`src/dps_pkg.sv`:
```
package dps_pkg;
    // token space geometry
    localparam int TOKEN_COUNT = 8;
    localparam int INDEX_W = 3;
    localparam int DATA_W = 18;
    localparam int ADDR_W = 19;
    // pin timing at 50 MHz, 20 ns period
    localparam int CLK_PERIOD_NS = 20;
    localparam int SETUP_NS = 20;
    localparam int STROBE_NS = 40;
    localparam int SETUP_CYC = (SETUP_NS + CLK_PERIOD_NS - 1) / CLK_PERIOD_NS;
    localparam int STROBE_CYC = (STROBE_NS + CLK_PERIOD_NS - 1) / CLK_PERIOD_NS;
    localparam int CNT_W = 4;
    // host command codes
    typedef enum logic [1:0] {
        DPS_CMD_CLAIM = 2'h0,
        DPS_CMD_RELEASE = 2'h1,
        DPS_CMD_POLL = 2'h2,
        DPS_CMD_INIT = 2'h3
    } dps_cmd_t;
    // controller states, one-hot
    typedef enum logic [5:0] {
        DPS_IDLE = 6'h01,
        DPS_WSET = 6'h02,
        DPS_WSTB = 6'h04,
        DPS_RSET = 6'h08,
        DPS_RSTB = 6'h10,
        DPS_DONE = 6'h20
    } dps_state_t;
endpackage : dps_pkg

```
`src/dps_timer.sv`:
```
`timescale 1ns/1ps
// counts down a phase length and flags its last cycle
module dps_timer (
    input wire logic sys_clk,
    input wire logic rstn,
    input wire logic load,
    input wire logic [dps_pkg::CNT_W-1:0] load_val,
    output logic expired
);
    logic [dps_pkg::CNT_W-1:0] cnt_ff;

    // reload on each new phase, otherwise count down to zero
    always_ff @(posedge sys_clk) begin
        if (!rstn) begin
            cnt_ff <= '0;
        end else if (load) begin
            cnt_ff <= load_val;
        end else if (cnt_ff != '0) begin
            cnt_ff <= cnt_ff - 1'b1;
        end
    end

    // last cycle of phase is when the counter sits at one
    // kept independent of load: load is decoded from expired, so gating here would loop
    assign expired = (cnt_ff == {{(dps_pkg::CNT_W-1){1'b0}}, 1'b1});
endmodule : dps_timer

```
`src/dps_host.sv`:
```
`timescale 1ns/1ps
// Notes on behaviour
// - zero requests token, one releases it
// - token select low, then ordinary memory strobes
// - claim writes zero first, then reads back
// - after failure poll or withdraw with one
// - write one to every token at start
// - array deselected, second enable and select low
module dps_host #(
    parameter int SETUP_CYCLES = dps_pkg::SETUP_CYC,
    parameter int STROBE_CYCLES = dps_pkg::STROBE_CYC
) (
    input wire logic sys_clk,
    input wire logic rstn,
    input wire logic cmd_valid,
    output logic cmd_ready,
    input wire logic [1:0] cmd_op,
    input wire logic [dps_pkg::INDEX_W-1:0] cmd_index,
    output logic rsp_valid,
    output logic rsp_granted,
    output logic [dps_pkg::DATA_W-1:0] rsp_data,
    output logic init_done,
    output logic chip_enable_n,
    output logic second_chip_enable,
    output logic token_space_select_n,
    output logic write_n,
    output logic output_enable_n,
    output logic [1:0] byte_lane_enables_n,
    output logic [dps_pkg::ADDR_W-1:0] port_addr,
    output logic [dps_pkg::DATA_W-1:0] port_data_out,
    output logic port_data_oe_n,
    input wire logic [dps_pkg::DATA_W-1:0] port_data_in
);
    dps_pkg::dps_state_t state_ff;
    dps_pkg::dps_state_t nxt_state;
    logic [1:0] op_ff;               // command in flight
    logic [dps_pkg::INDEX_W-1:0] idx_ff; // token being worked on
    logic wbit_ff;                   // value written on bit zero
    logic init_ff;                   // initial release sweep running
    logic init_done_ff;
    logic rsp_valid_ff;
    logic rsp_granted_ff;
    logic [dps_pkg::DATA_W-1:0] rsp_data_ff;
    logic phase_load;
    logic [dps_pkg::CNT_W-1:0] phase_len;
    logic phase_end;

    // decodes whether an op begins with a write cycle
    function automatic logic op_writes(input logic [1:0] op);
        op_writes = (op != dps_pkg::DPS_CMD_POLL);
    endfunction : op_writes

    // decodes whether an op ends with a read-back
    function automatic logic op_reads(input logic [1:0] op);
        op_reads = (op == dps_pkg::DPS_CMD_CLAIM) || (op == dps_pkg::DPS_CMD_POLL);
    endfunction : op_reads

    dps_timer u_timer (
        .sys_clk(sys_clk),
        .rstn(rstn),
        .load(phase_load),
        .load_val(phase_len),
        .expired(phase_end)
    );

    // phase lengths: address setup, then strobe width
    always_comb begin
        phase_load = 1'b0;
        phase_len = SETUP_CYCLES[dps_pkg::CNT_W-1:0];
        if (state_ff == dps_pkg::DPS_IDLE && (init_ff || cmd_valid)) begin
            phase_load = 1'b1;
        end else if ((state_ff == dps_pkg::DPS_WSET || state_ff == dps_pkg::DPS_RSET)
                     && phase_end) begin
            phase_load = 1'b1;
            phase_len = STROBE_CYCLES[dps_pkg::CNT_W-1:0];
        end else if (state_ff == dps_pkg::DPS_WSTB && phase_end && op_reads(op_ff)) begin
            phase_load = 1'b1; // write then read, never the reverse
        end
    end

    // sequencer next state
    always_comb begin
        nxt_state = state_ff;
        unique case (state_ff)
            dps_pkg::DPS_IDLE: begin
                if (init_ff) begin
                    nxt_state = dps_pkg::DPS_WSET;
                end else if (cmd_valid) begin
                    nxt_state = op_writes(cmd_op) ? dps_pkg::DPS_WSET : dps_pkg::DPS_RSET;
                end
            end
            dps_pkg::DPS_WSET: if (phase_end) nxt_state = dps_pkg::DPS_WSTB;
            dps_pkg::DPS_WSTB: begin
                if (phase_end) begin
                    nxt_state = op_reads(op_ff) ? dps_pkg::DPS_RSET : dps_pkg::DPS_DONE;
                end
            end
            dps_pkg::DPS_RSET: if (phase_end) nxt_state = dps_pkg::DPS_RSTB;
            dps_pkg::DPS_RSTB: if (phase_end) nxt_state = dps_pkg::DPS_DONE;
            dps_pkg::DPS_DONE: nxt_state = dps_pkg::DPS_IDLE;
            default: nxt_state = dps_pkg::DPS_IDLE;
        endcase
    end

    // state register
    always_ff @(posedge sys_clk) begin
        if (!rstn) begin
            state_ff <= dps_pkg::DPS_IDLE;
        end else begin
            state_ff <= nxt_state;
        end
    end

    // latch command; init sweep walks all eight tokens writing one
    always_ff @(posedge sys_clk) begin
        if (!rstn) begin
            op_ff <= dps_pkg::DPS_CMD_INIT;
            idx_ff <= '0;
            wbit_ff <= 1'b1;
            init_ff <= 1'b1;
            init_done_ff <= 1'b0;
        end else if (state_ff == dps_pkg::DPS_IDLE) begin
            if (init_ff) begin
                op_ff <= dps_pkg::DPS_CMD_INIT;
                wbit_ff <= 1'b1;
            end else if (cmd_valid) begin
                op_ff <= cmd_op;
                // a sweep always starts from token zero so all eight get freed
                idx_ff <= (cmd_op == dps_pkg::DPS_CMD_INIT) ? '0 : cmd_index;
                // zero claims, one releases or withdraws a failed claim
                wbit_ff <= (cmd_op != dps_pkg::DPS_CMD_CLAIM);
                init_ff <= (cmd_op == dps_pkg::DPS_CMD_INIT);
            end
        end else if (state_ff == dps_pkg::DPS_DONE && op_ff == dps_pkg::DPS_CMD_INIT) begin
            idx_ff <= idx_ff + 1'b1;
            if (idx_ff == 3'h7) begin
                init_ff <= 1'b0;
                init_done_ff <= 1'b1;
            end
        end
    end

    // read-back sampled at strobe end; bit zero is the flag
    always_ff @(posedge sys_clk) begin
        if (!rstn) begin
            rsp_valid_ff <= 1'b0;
            rsp_granted_ff <= 1'b0;
            rsp_data_ff <= '0;
        end else begin
            rsp_valid_ff <= (state_ff == dps_pkg::DPS_DONE) && !init_ff;
            if (state_ff == dps_pkg::DPS_RSTB && phase_end) begin
                rsp_data_ff <= port_data_in;
                rsp_granted_ff <= !port_data_in[0]; // one means lost
            end else if (state_ff == dps_pkg::DPS_WSTB && phase_end) begin
                rsp_granted_ff <= 1'b0;
            end
        end
    end

    // pin drive: array deselected, token space selected during access
    always_comb begin
        chip_enable_n = 1'b1;
        second_chip_enable = 1'b0;
        token_space_select_n = (state_ff == dps_pkg::DPS_IDLE)
                               || (state_ff == dps_pkg::DPS_DONE);
        write_n = (state_ff != dps_pkg::DPS_WSTB);
        output_enable_n = (state_ff != dps_pkg::DPS_RSTB);
        byte_lane_enables_n = token_space_select_n ? 2'h3 : 2'h0;
        port_data_oe_n = !((state_ff == dps_pkg::DPS_WSET)
                           || (state_ff == dps_pkg::DPS_WSTB));
    end

    // address and data from flip-flops; high bits zero
    assign port_addr = {{(dps_pkg::ADDR_W-dps_pkg::INDEX_W){1'b0}}, idx_ff};
    assign port_data_out = {{(dps_pkg::DATA_W-1){1'b0}}, wbit_ff};
    assign cmd_ready = (state_ff == dps_pkg::DPS_IDLE) && !init_ff;
    assign rsp_valid = rsp_valid_ff;
    assign rsp_granted = rsp_granted_ff;
    assign rsp_data = rsp_data_ff;
    assign init_done = init_done_ff;
endmodule : dps_host

```
`config.mk`:
```
export PLATFORM = sky130hd
export DESIGN_NAME = dps_host
export DESIGN_NICKNAME = d
export VERILOG_FILES = /design/src/dps_pkg.sv /design/src/dps_timer.sv /design/src/dps_host.sv
export SDC_FILE = /design/constraint.sdc
export NUM_CORES = 1
export LEC_CHECK = 0
export BUFFER_PORTS_ARGS = -buffer_cell sky130_fd_sc_hd__buf_2
export CORE_MARGIN = 8
export CORE_UTILIZATION = 51
export CTS_CLUSTER_SIZE = 16
export DETAILED_ROUTE_END_ITERATION = 10
export PLACE_DENSITY = 0.85
export SLEW_MARGIN = 20
export SYNTH_ARGS = -nofsm -noshare
export SYNTH_HDL_FRONTEND = slang
export SYNTH_SLANG_ARGS = --single-unit
```
`constraint.sdc`:
```
create_clock -name sys_clk -period 3.76 [get_ports sys_clk]
set_clock_uncertainty 0.2 [all_clocks]
set_input_delay 0.564 -clock sys_clk [delete_from_list [all_inputs] [get_ports sys_clk]]
set_output_delay 0.564 -clock sys_clk [all_outputs]
set_load 0.02 [all_outputs]
```
==> metrics.txt, run 1 <==
synth top area cells dfxtp_1 (35%), buf_4 (15%), nand2_1 (8.8%); Syn Inst Count 258; GP Congestion 0.8940; CTS tree yes; n_diodes 0; die area 6533 um2; DRT iter0 DRCs 55; Max VDD drop 0.0003390 V; Worst slew margin 61.28%; WHS 0.2613 ns; Peak Freq between 0.4 and 0.5 GHz; asr flop ratio synth 0%; Die X 80.83 um; Synth top area share 35.49%; HP Class flip-flop to flip-flop; Worst Setup Start Kind flip-flop; CP max stage cell dfxtp_1; drt first pass iters 4; CTS root buf clkbuf_8; # DRC 0; Routed Antenna Nets 0; Yosys reg bits 38; met1 Track Usage GR 15.89%; Worst-path clk slew 0.07 ns; GRT Total Usage between 10% and 20%; core box area 4029 um2; Ys Warns 0; dominant cell type by area after synthesis dfxtp_1; nets@finish 337; routed length per instance 13.04 um; Compound-Gate Fraction of Synth Area 17.51%; Setup TNS 0 ns; routed vias between 1500 and 2000; M3 GR Usage 5.408%; TritonCTS Buffers 5; Crit path max-delay family simple AND/OR/NAND/NOR gates; M2 GR Usage 23.02%; xor/xnor share of the synthesized area ~1.6%; number of enable flip-flop cells after synthesis 0; initial antenna violation count 0; clock buffer depth 2; vias in the first global route 1578; CP Data Required Time 3.00 ns; Cell Chain, Critical Path nor2b_4 > and3_1 > nand2b_4 > inv_2 > buf_2; gr ovfl total 0; max-cap viol count 0; number of library cell types mapped by synthesis 52; Post-CTS Setup Bufs 0; Rows 23; Slew Limit Fails 0; Crit Path Class flip-flop to output port; # IOs 93; first-pass GRT wire length 7314 um; Finish-stage setup viols 0; Buf/Inv on CP 2; port buffer count 57; Die Height approximately 80 um; unrepaired setup endpoints after global routing no; CTS sink cnt 38; Post-Layout Cell Count 357; H-tree depth 2; outcome finished clean; routed vias/inst 4.857; hold_buf cts 0; largest family of logic cells by synthesized area simple AND/OR/NAND/NOR gates; Final period util 64.99%; CP Data Arrival Time 1.68 ns; Worst-Margin Slew 0.5795 ns; minimum clock period 2.444 ns; mux contribution to synthesized area 0.9340%; syn avg cell area a little over 8 um2; Adder-Cell Fraction of Synth Area 2.919%; Post-Synth Simple-Gate Area 23.58%; ys flop type dfxtp_1; largest net degree at the start of global routing 38; Leak 1.101 nW; Final Hold Fails 0; CP Max Fanout 8; post-DP HPWL 3630 um; Mapped Area 2143 um2; post-synthesis sequential area ratio a little over a third; Worst-Skew Late Latency 0.28 ns; cell total after placement 349; Worst setup EP type output port; pwr dens 519.1 nW/um2; share of cells above drive strength 1 26.06%; CTS resizes 0; GRT busiest layer met2; Routed Wire Length 4654 um; Initial Util 53.20%; Area Growth Syn to Fin 9.924%; CP peak stage delay 0.44 ns
[routing by layer]
layer	routed length [um]	part of all wire (%)
met1	1925	41
met2	2139	46
met3	547	12
met4	42	0.90
met5	0	0
[worst paths after layout]
path,start,to,slack [ns],cells past startpoint
hold reg to reg,rsp_data[12],rsp_data[12],0.26,2
setup reg to reg,state_ff[0],idx_ff[0],1.75,6
setup / recovery,state_ff[0],cmd_ready,1.32,5
hold / removal,rsp_data[12],rsp_data[12],0.26,2
[report_power, final]
part | internal, W | switching, W | leakage, nW
clock | 0.000148 | 0.000136 | 0.0482
sequential | 0.000434 | 0.0000467 | 0.307
combinational | 0.000161 | 0.000298 | 0.745
total | 0.000743 | 0.000481 | 1.10
[state kept, by name, indices dropped and copies added, names as in the netlist, 2 cells and up]
signal	count
rsp_data	18
state_ff	6
u_timer.cnt_ff	4
idx_ff	3
op_ff	2
[cells in the final DEF, fill, tap and decap left out, types with 6 or more instances in the layout]
cell / netlist / final
nand3_1: 8 / 8
dfxtp_1: 38 / 38
nor2_1: 16 / 16
a21boi_0: 16 / 16
nand2_1: 50 / 50
conb_1: 2 / 35
buf_2: 1 / 57
a21oi_1: 8 / 8
clkbuf_8: 0 / 6
o21ai_0: 7 / 7
[kinds of logic after synthesis]
group	count (synthesis)
AO/OA/AOI/OAI	50
XOR/XNOR	4
adder cells (fa/ha/maj)	5
buffers and inverters	56
flip-flops	38
multiplexers	2
other	2
AND/OR/NAND/NOR	101
[worst min-delay path: cells and delay by family, from the launching register on]
family / cells / cell delay, ns
AO/OA/AOI/OAI: 1 / 0.06
flip-flops: 1 / 0.31
AND/OR/NAND/NOR: 1 / 0.04
[cell usage after synthesis, types with 3 or more instances]
library cell	number
dfxtp_1	38
buf_4	42
a21oi_1	8
nand3_1	8
a21boi_1	4
o211a_1	3
xnor2_1	3
nor2_1	16
inv_2	3
a21boi_0	16
o21ai_0	7
nor3_1	5
ha_1	5
nand2_1	50
inv_1	4
clkbuf_1	4
[final cells by class]
class	count	area [um2]
Sequential cell	38	760.7
Clock inverter	1	5.005
Timing Repair Buffer	57	285.3
Clock buffer	7	86.33
Fill cell	367	1673
Inverter	7	26.28
Tap cell	50	62.56
Multi-Input combinational cell	197	1130
[stage by stage]
step	instance area [um2]	worst slack, ns	power [W]	utilization, %
6_report	2356	1.316	0.001223	58.48
5_1_grt	2356	1.176	0.001311	58.48
4_1_cts	2356	1.315	0.001233	58.48
3_5_place_dp	2265	1.625	0.0009444	56.21
3_3_place_gp	2265	1.671	0.0009339	56.21
2_1_floorplan	2267	1.790	0.0009143	-
Note: power is estimated with default switching activity, not from simulation.
==> inputs of run 2 (changes only) <==
--- a/config.mk
+++ b/config.mk
@@ -5,12 +5,13 @@
 export SDC_FILE = /design/constraint.sdc
 export NUM_CORES = 1
 export LEC_CHECK = 0
+export ABC_AREA = 1
 export BUFFER_PORTS_ARGS = -buffer_cell sky130_fd_sc_hd__buf_2
 export CORE_MARGIN = 8
-export CORE_UTILIZATION = 51
+export CORE_UTILIZATION = 47
 export CTS_CLUSTER_SIZE = 16
 export DETAILED_ROUTE_END_ITERATION = 10
-export PLACE_DENSITY = 0.85
+export PLACE_DENSITY = 0.8
 export SLEW_MARGIN = 20
 export SYNTH_ARGS = -nofsm -noshare
 export SYNTH_HDL_FRONTEND = slang
==> constraint.sdc (replaced) <==
create_clock -name sys_clk -period 2.3 [get_ports sys_clk]
set_clock_uncertainty 0.2 [all_clocks]
set_input_delay 0.345 -clock sys_clk [delete_from_list [all_inputs] [get_ports sys_clk]]
set_output_delay 0.345 -clock sys_clk [all_outputs]
set_load 0.02 [all_outputs]
==> run 2 against run 1 <==
Via count rose by 3.2%. Global-route usage rose by 0.093 points. Total power increased by 95%. Design area down 0.85%. Worst setup slack got worse by 0.99 ns. Register-to-register slack worse by 1.3 ns. Cell count grew 8.7%. Flip-flop and latch count is the same. Sequential share of layout area is 0.28 points higher. Synthesized cell count increased by 8.9%.
==> metrics.txt, run 2 <==
Syn Inst Count 281; Setup TNS 0 ns; Worst-Skew Late Latency 0.29 ns; Placement Setup Slack 0.4710 ns; CTS tree yes; Mapped Area 2061 um2; TritonCTS Buffers 5; Max VDD drop slightly below 0.0006 V; post-synthesis sequential area ratio a little under two fifths; port buffer count 57; Post-Route M1 WL roughly 1900 um; CP Data Required Time 1.75 ns; min-delay src port_data_in[14]; routed length per instance 11.96 um; Finish-stage setup viols 0; DR WL met3 592 um; Slew Limit Fails 0; R2R Setup Slk 0.49 ns; most frequent cells in the layout nor2_1 (57), buf_2 (57), dfxtp_1 (38); CTS root buf clkbuf_8; Initial Util a little under half; CTS sink cnt 38; Compound-Gate Fraction of Synth Area 10.99%; gr ovfl total 0; Reg2Reg Depth 7; Post-CTS Setup Bufs 0; die area between 6000 and 7000 um2; Ys Warns 0; switch share between 40% and 50%; number of enable flip-flop cells after synthesis 0; CTS resizes 0; nets@finish 366; Tot Pwr roughly 0.0024 W; Clk pwr share ~23%; drt first pass iters 4; unrepaired setup endpoints after global routing no; HP Class input port to flip-flop; Comb pwr share 41.8%; Post-Synth Simple-Gate Area 28.29%; met2 WL 2104 um; number of library cell types mapped by synthesis 35; GP Congestion between 0.8 and 0.9; Rows 24; CP Data Arrival Time 1.43 ns; Yosys reg bits 38; Peak Freq 0.5058 GHz; CP peak stage delay 0.34 ns; xor/xnor share of the synthesized area 0.4250%; asr flop ratio synth 0%; syn avg cell area around 7.3 um2; most frequent cells after synthesis nor2_1 (57), buf_4 (38), dfxtp_1 (38); outcome finished clean; Hold Path Depth 3; Worst setup EP type output port; Hold Crit Endpoint rsp_data[14]; R2R Path Start u_timer.cnt_ff[1]; dominant cell type by area after synthesis dfxtp_1; largest family of logic cells by synthesized area simple AND/OR/NAND/NOR gates; Die X between 80 and 90 um; DR top layer met4; pwr dens approximately 1000 nW/um2; vias in the first global route 1702; mux contribution to synthesized area 0%; Final period util 85.96%; routed vias 1789; GRT Total Usage 13.75%; Routed Antenna Nets 0; Crit Path Class flip-flop to output port; synth top area cells dfxtp_1 (37%), buf_4 (14%), nor2_1 (10%); Synth top area share between 30% and 40%; Area Growth Syn to Fin 13.36%; share of cells above drive strength 1 24.70%; Routed Wire Length 4641 um; hold_buf cts 0; switching power 0.001002 W; r2r endpoint rsp_data[0]; Worst Setup Start Kind flip-flop; post-route setup slack 0.3230 ns; CP max stage cell dfxtp_1; Cell Chain, Critical Path nor2_2 > nand3_1 > nand2_1 > buf_2; first-pass GRT wire length 7389 um; routed vias/inst 4.611; Adder-Cell Fraction of Synth Area under 10%; minimum clock period roughly 2.0 ns; initial antenna violation count 0; top-count cell post-synth nor2_1; n_diodes 0; Leak 1.296 nW; max-cap viol count 0; post-DP HPWL 3610 um; DRT iter0 DRCs 75; # IOs 93; Die Height 82.22 um; core box area 4294 um2; CP Max Fanout 6; clock buffer depth 2; largest net degree at the start of global routing 21; H-tree depth 2; # DRC 0; ys flop type dfxtp_1; Worst-path clk slew about 0.08 ns; max FFs per register 18; register share of total power about a third; Final Hold Fails 0; Int Power 0.001388 W
## run 2: cell families (layout without fill, tap and decap cells)
group	count (synthesis)	after routing
adders and majority gates	5	5
buffers and inverters	68	90
DFF	38	38
AOI/OAI and AO/OA	40	40
xor gates and xnor gates	1	1
and+or+nand+nor	127	127
other	2	35
## run 2: power by group through the flow
stage	Sequential [W]	Clock (W)	Combinational, W
finish	0.000836	0.000554	0.00100
detailed placement	0.000848	0	0.000998
floorplan	0.000843	0	0.000881
global placement	0.000843	0	0.000981
CTS	0.000835	0.000572	0.00101
global route	0.000851	0.000598	0.00113
## run 2: metal layers
layer / up-vias / global-route usage [%]
met5: - / 0
li1: 931 / -
met1: 779 / 16.07
met3: 6 / 7.035
met4: 0 / 4.912
met2: 73 / 21.14
## run 2: cell type report
| type | count | area (um2) |
|---|---|---|
| fill | 422 | 1958 |
| clock inverter | 3 | 40.04 |
| inverter | 23 | 88.84 |
| tap | 52 | 65.06 |
| multi-input combinational | 208 | 1012 |
| sequential | 38 | 760.7 |
| clock buffer | 5 | 68.82 |
| timing repair buffer | 59 | 300.3 |
## run 2: stage by stage
| step | hold slack [ns] | std cells | instance area (um2) | utilization (%) |
|---|---|---|---|---|
| floorplan | 0.2423 | 314 | 2185 | - |
| global placement | 0.2389 | 380 | 2227 | 51.86 |
| detailed placement | 0.2468 | 380 | 2227 | 51.86 |
| CTS | 0.06107 | 388 | 2336 | 54.40 |
| global route | 0.06429 | 388 | 2336 | 54.40 |
| finish | 0.07231 | 388 | 2336 | 54.40 |
## run 2: worst max-delay path by stage
stage | startpoint | endpoint | slack (ns)
after floorplan | state_ff[5] | byte_lane_enables_n[0] | 0.60
after global placement | u_timer.cnt_ff[1] | rsp_data[0] | 0.53
after detailed placement | u_timer.cnt_ff[1] | rsp_data[0] | 0.47
after CTS | state_ff[2] | token_space_select_n | 0.30
after global routing | state_ff[5] | port_data_oe_n | 0.20
final | state_ff[5] | token_space_select_n | 0.32
## run 2: worst max-delay path: cells and delay by family, from the launching register on
kind                   cells  cell delay [ns]
flip-flops                 1             0.34
buffers and inverters      1             0.18
AND/OR/NAND/NOR            3             0.62
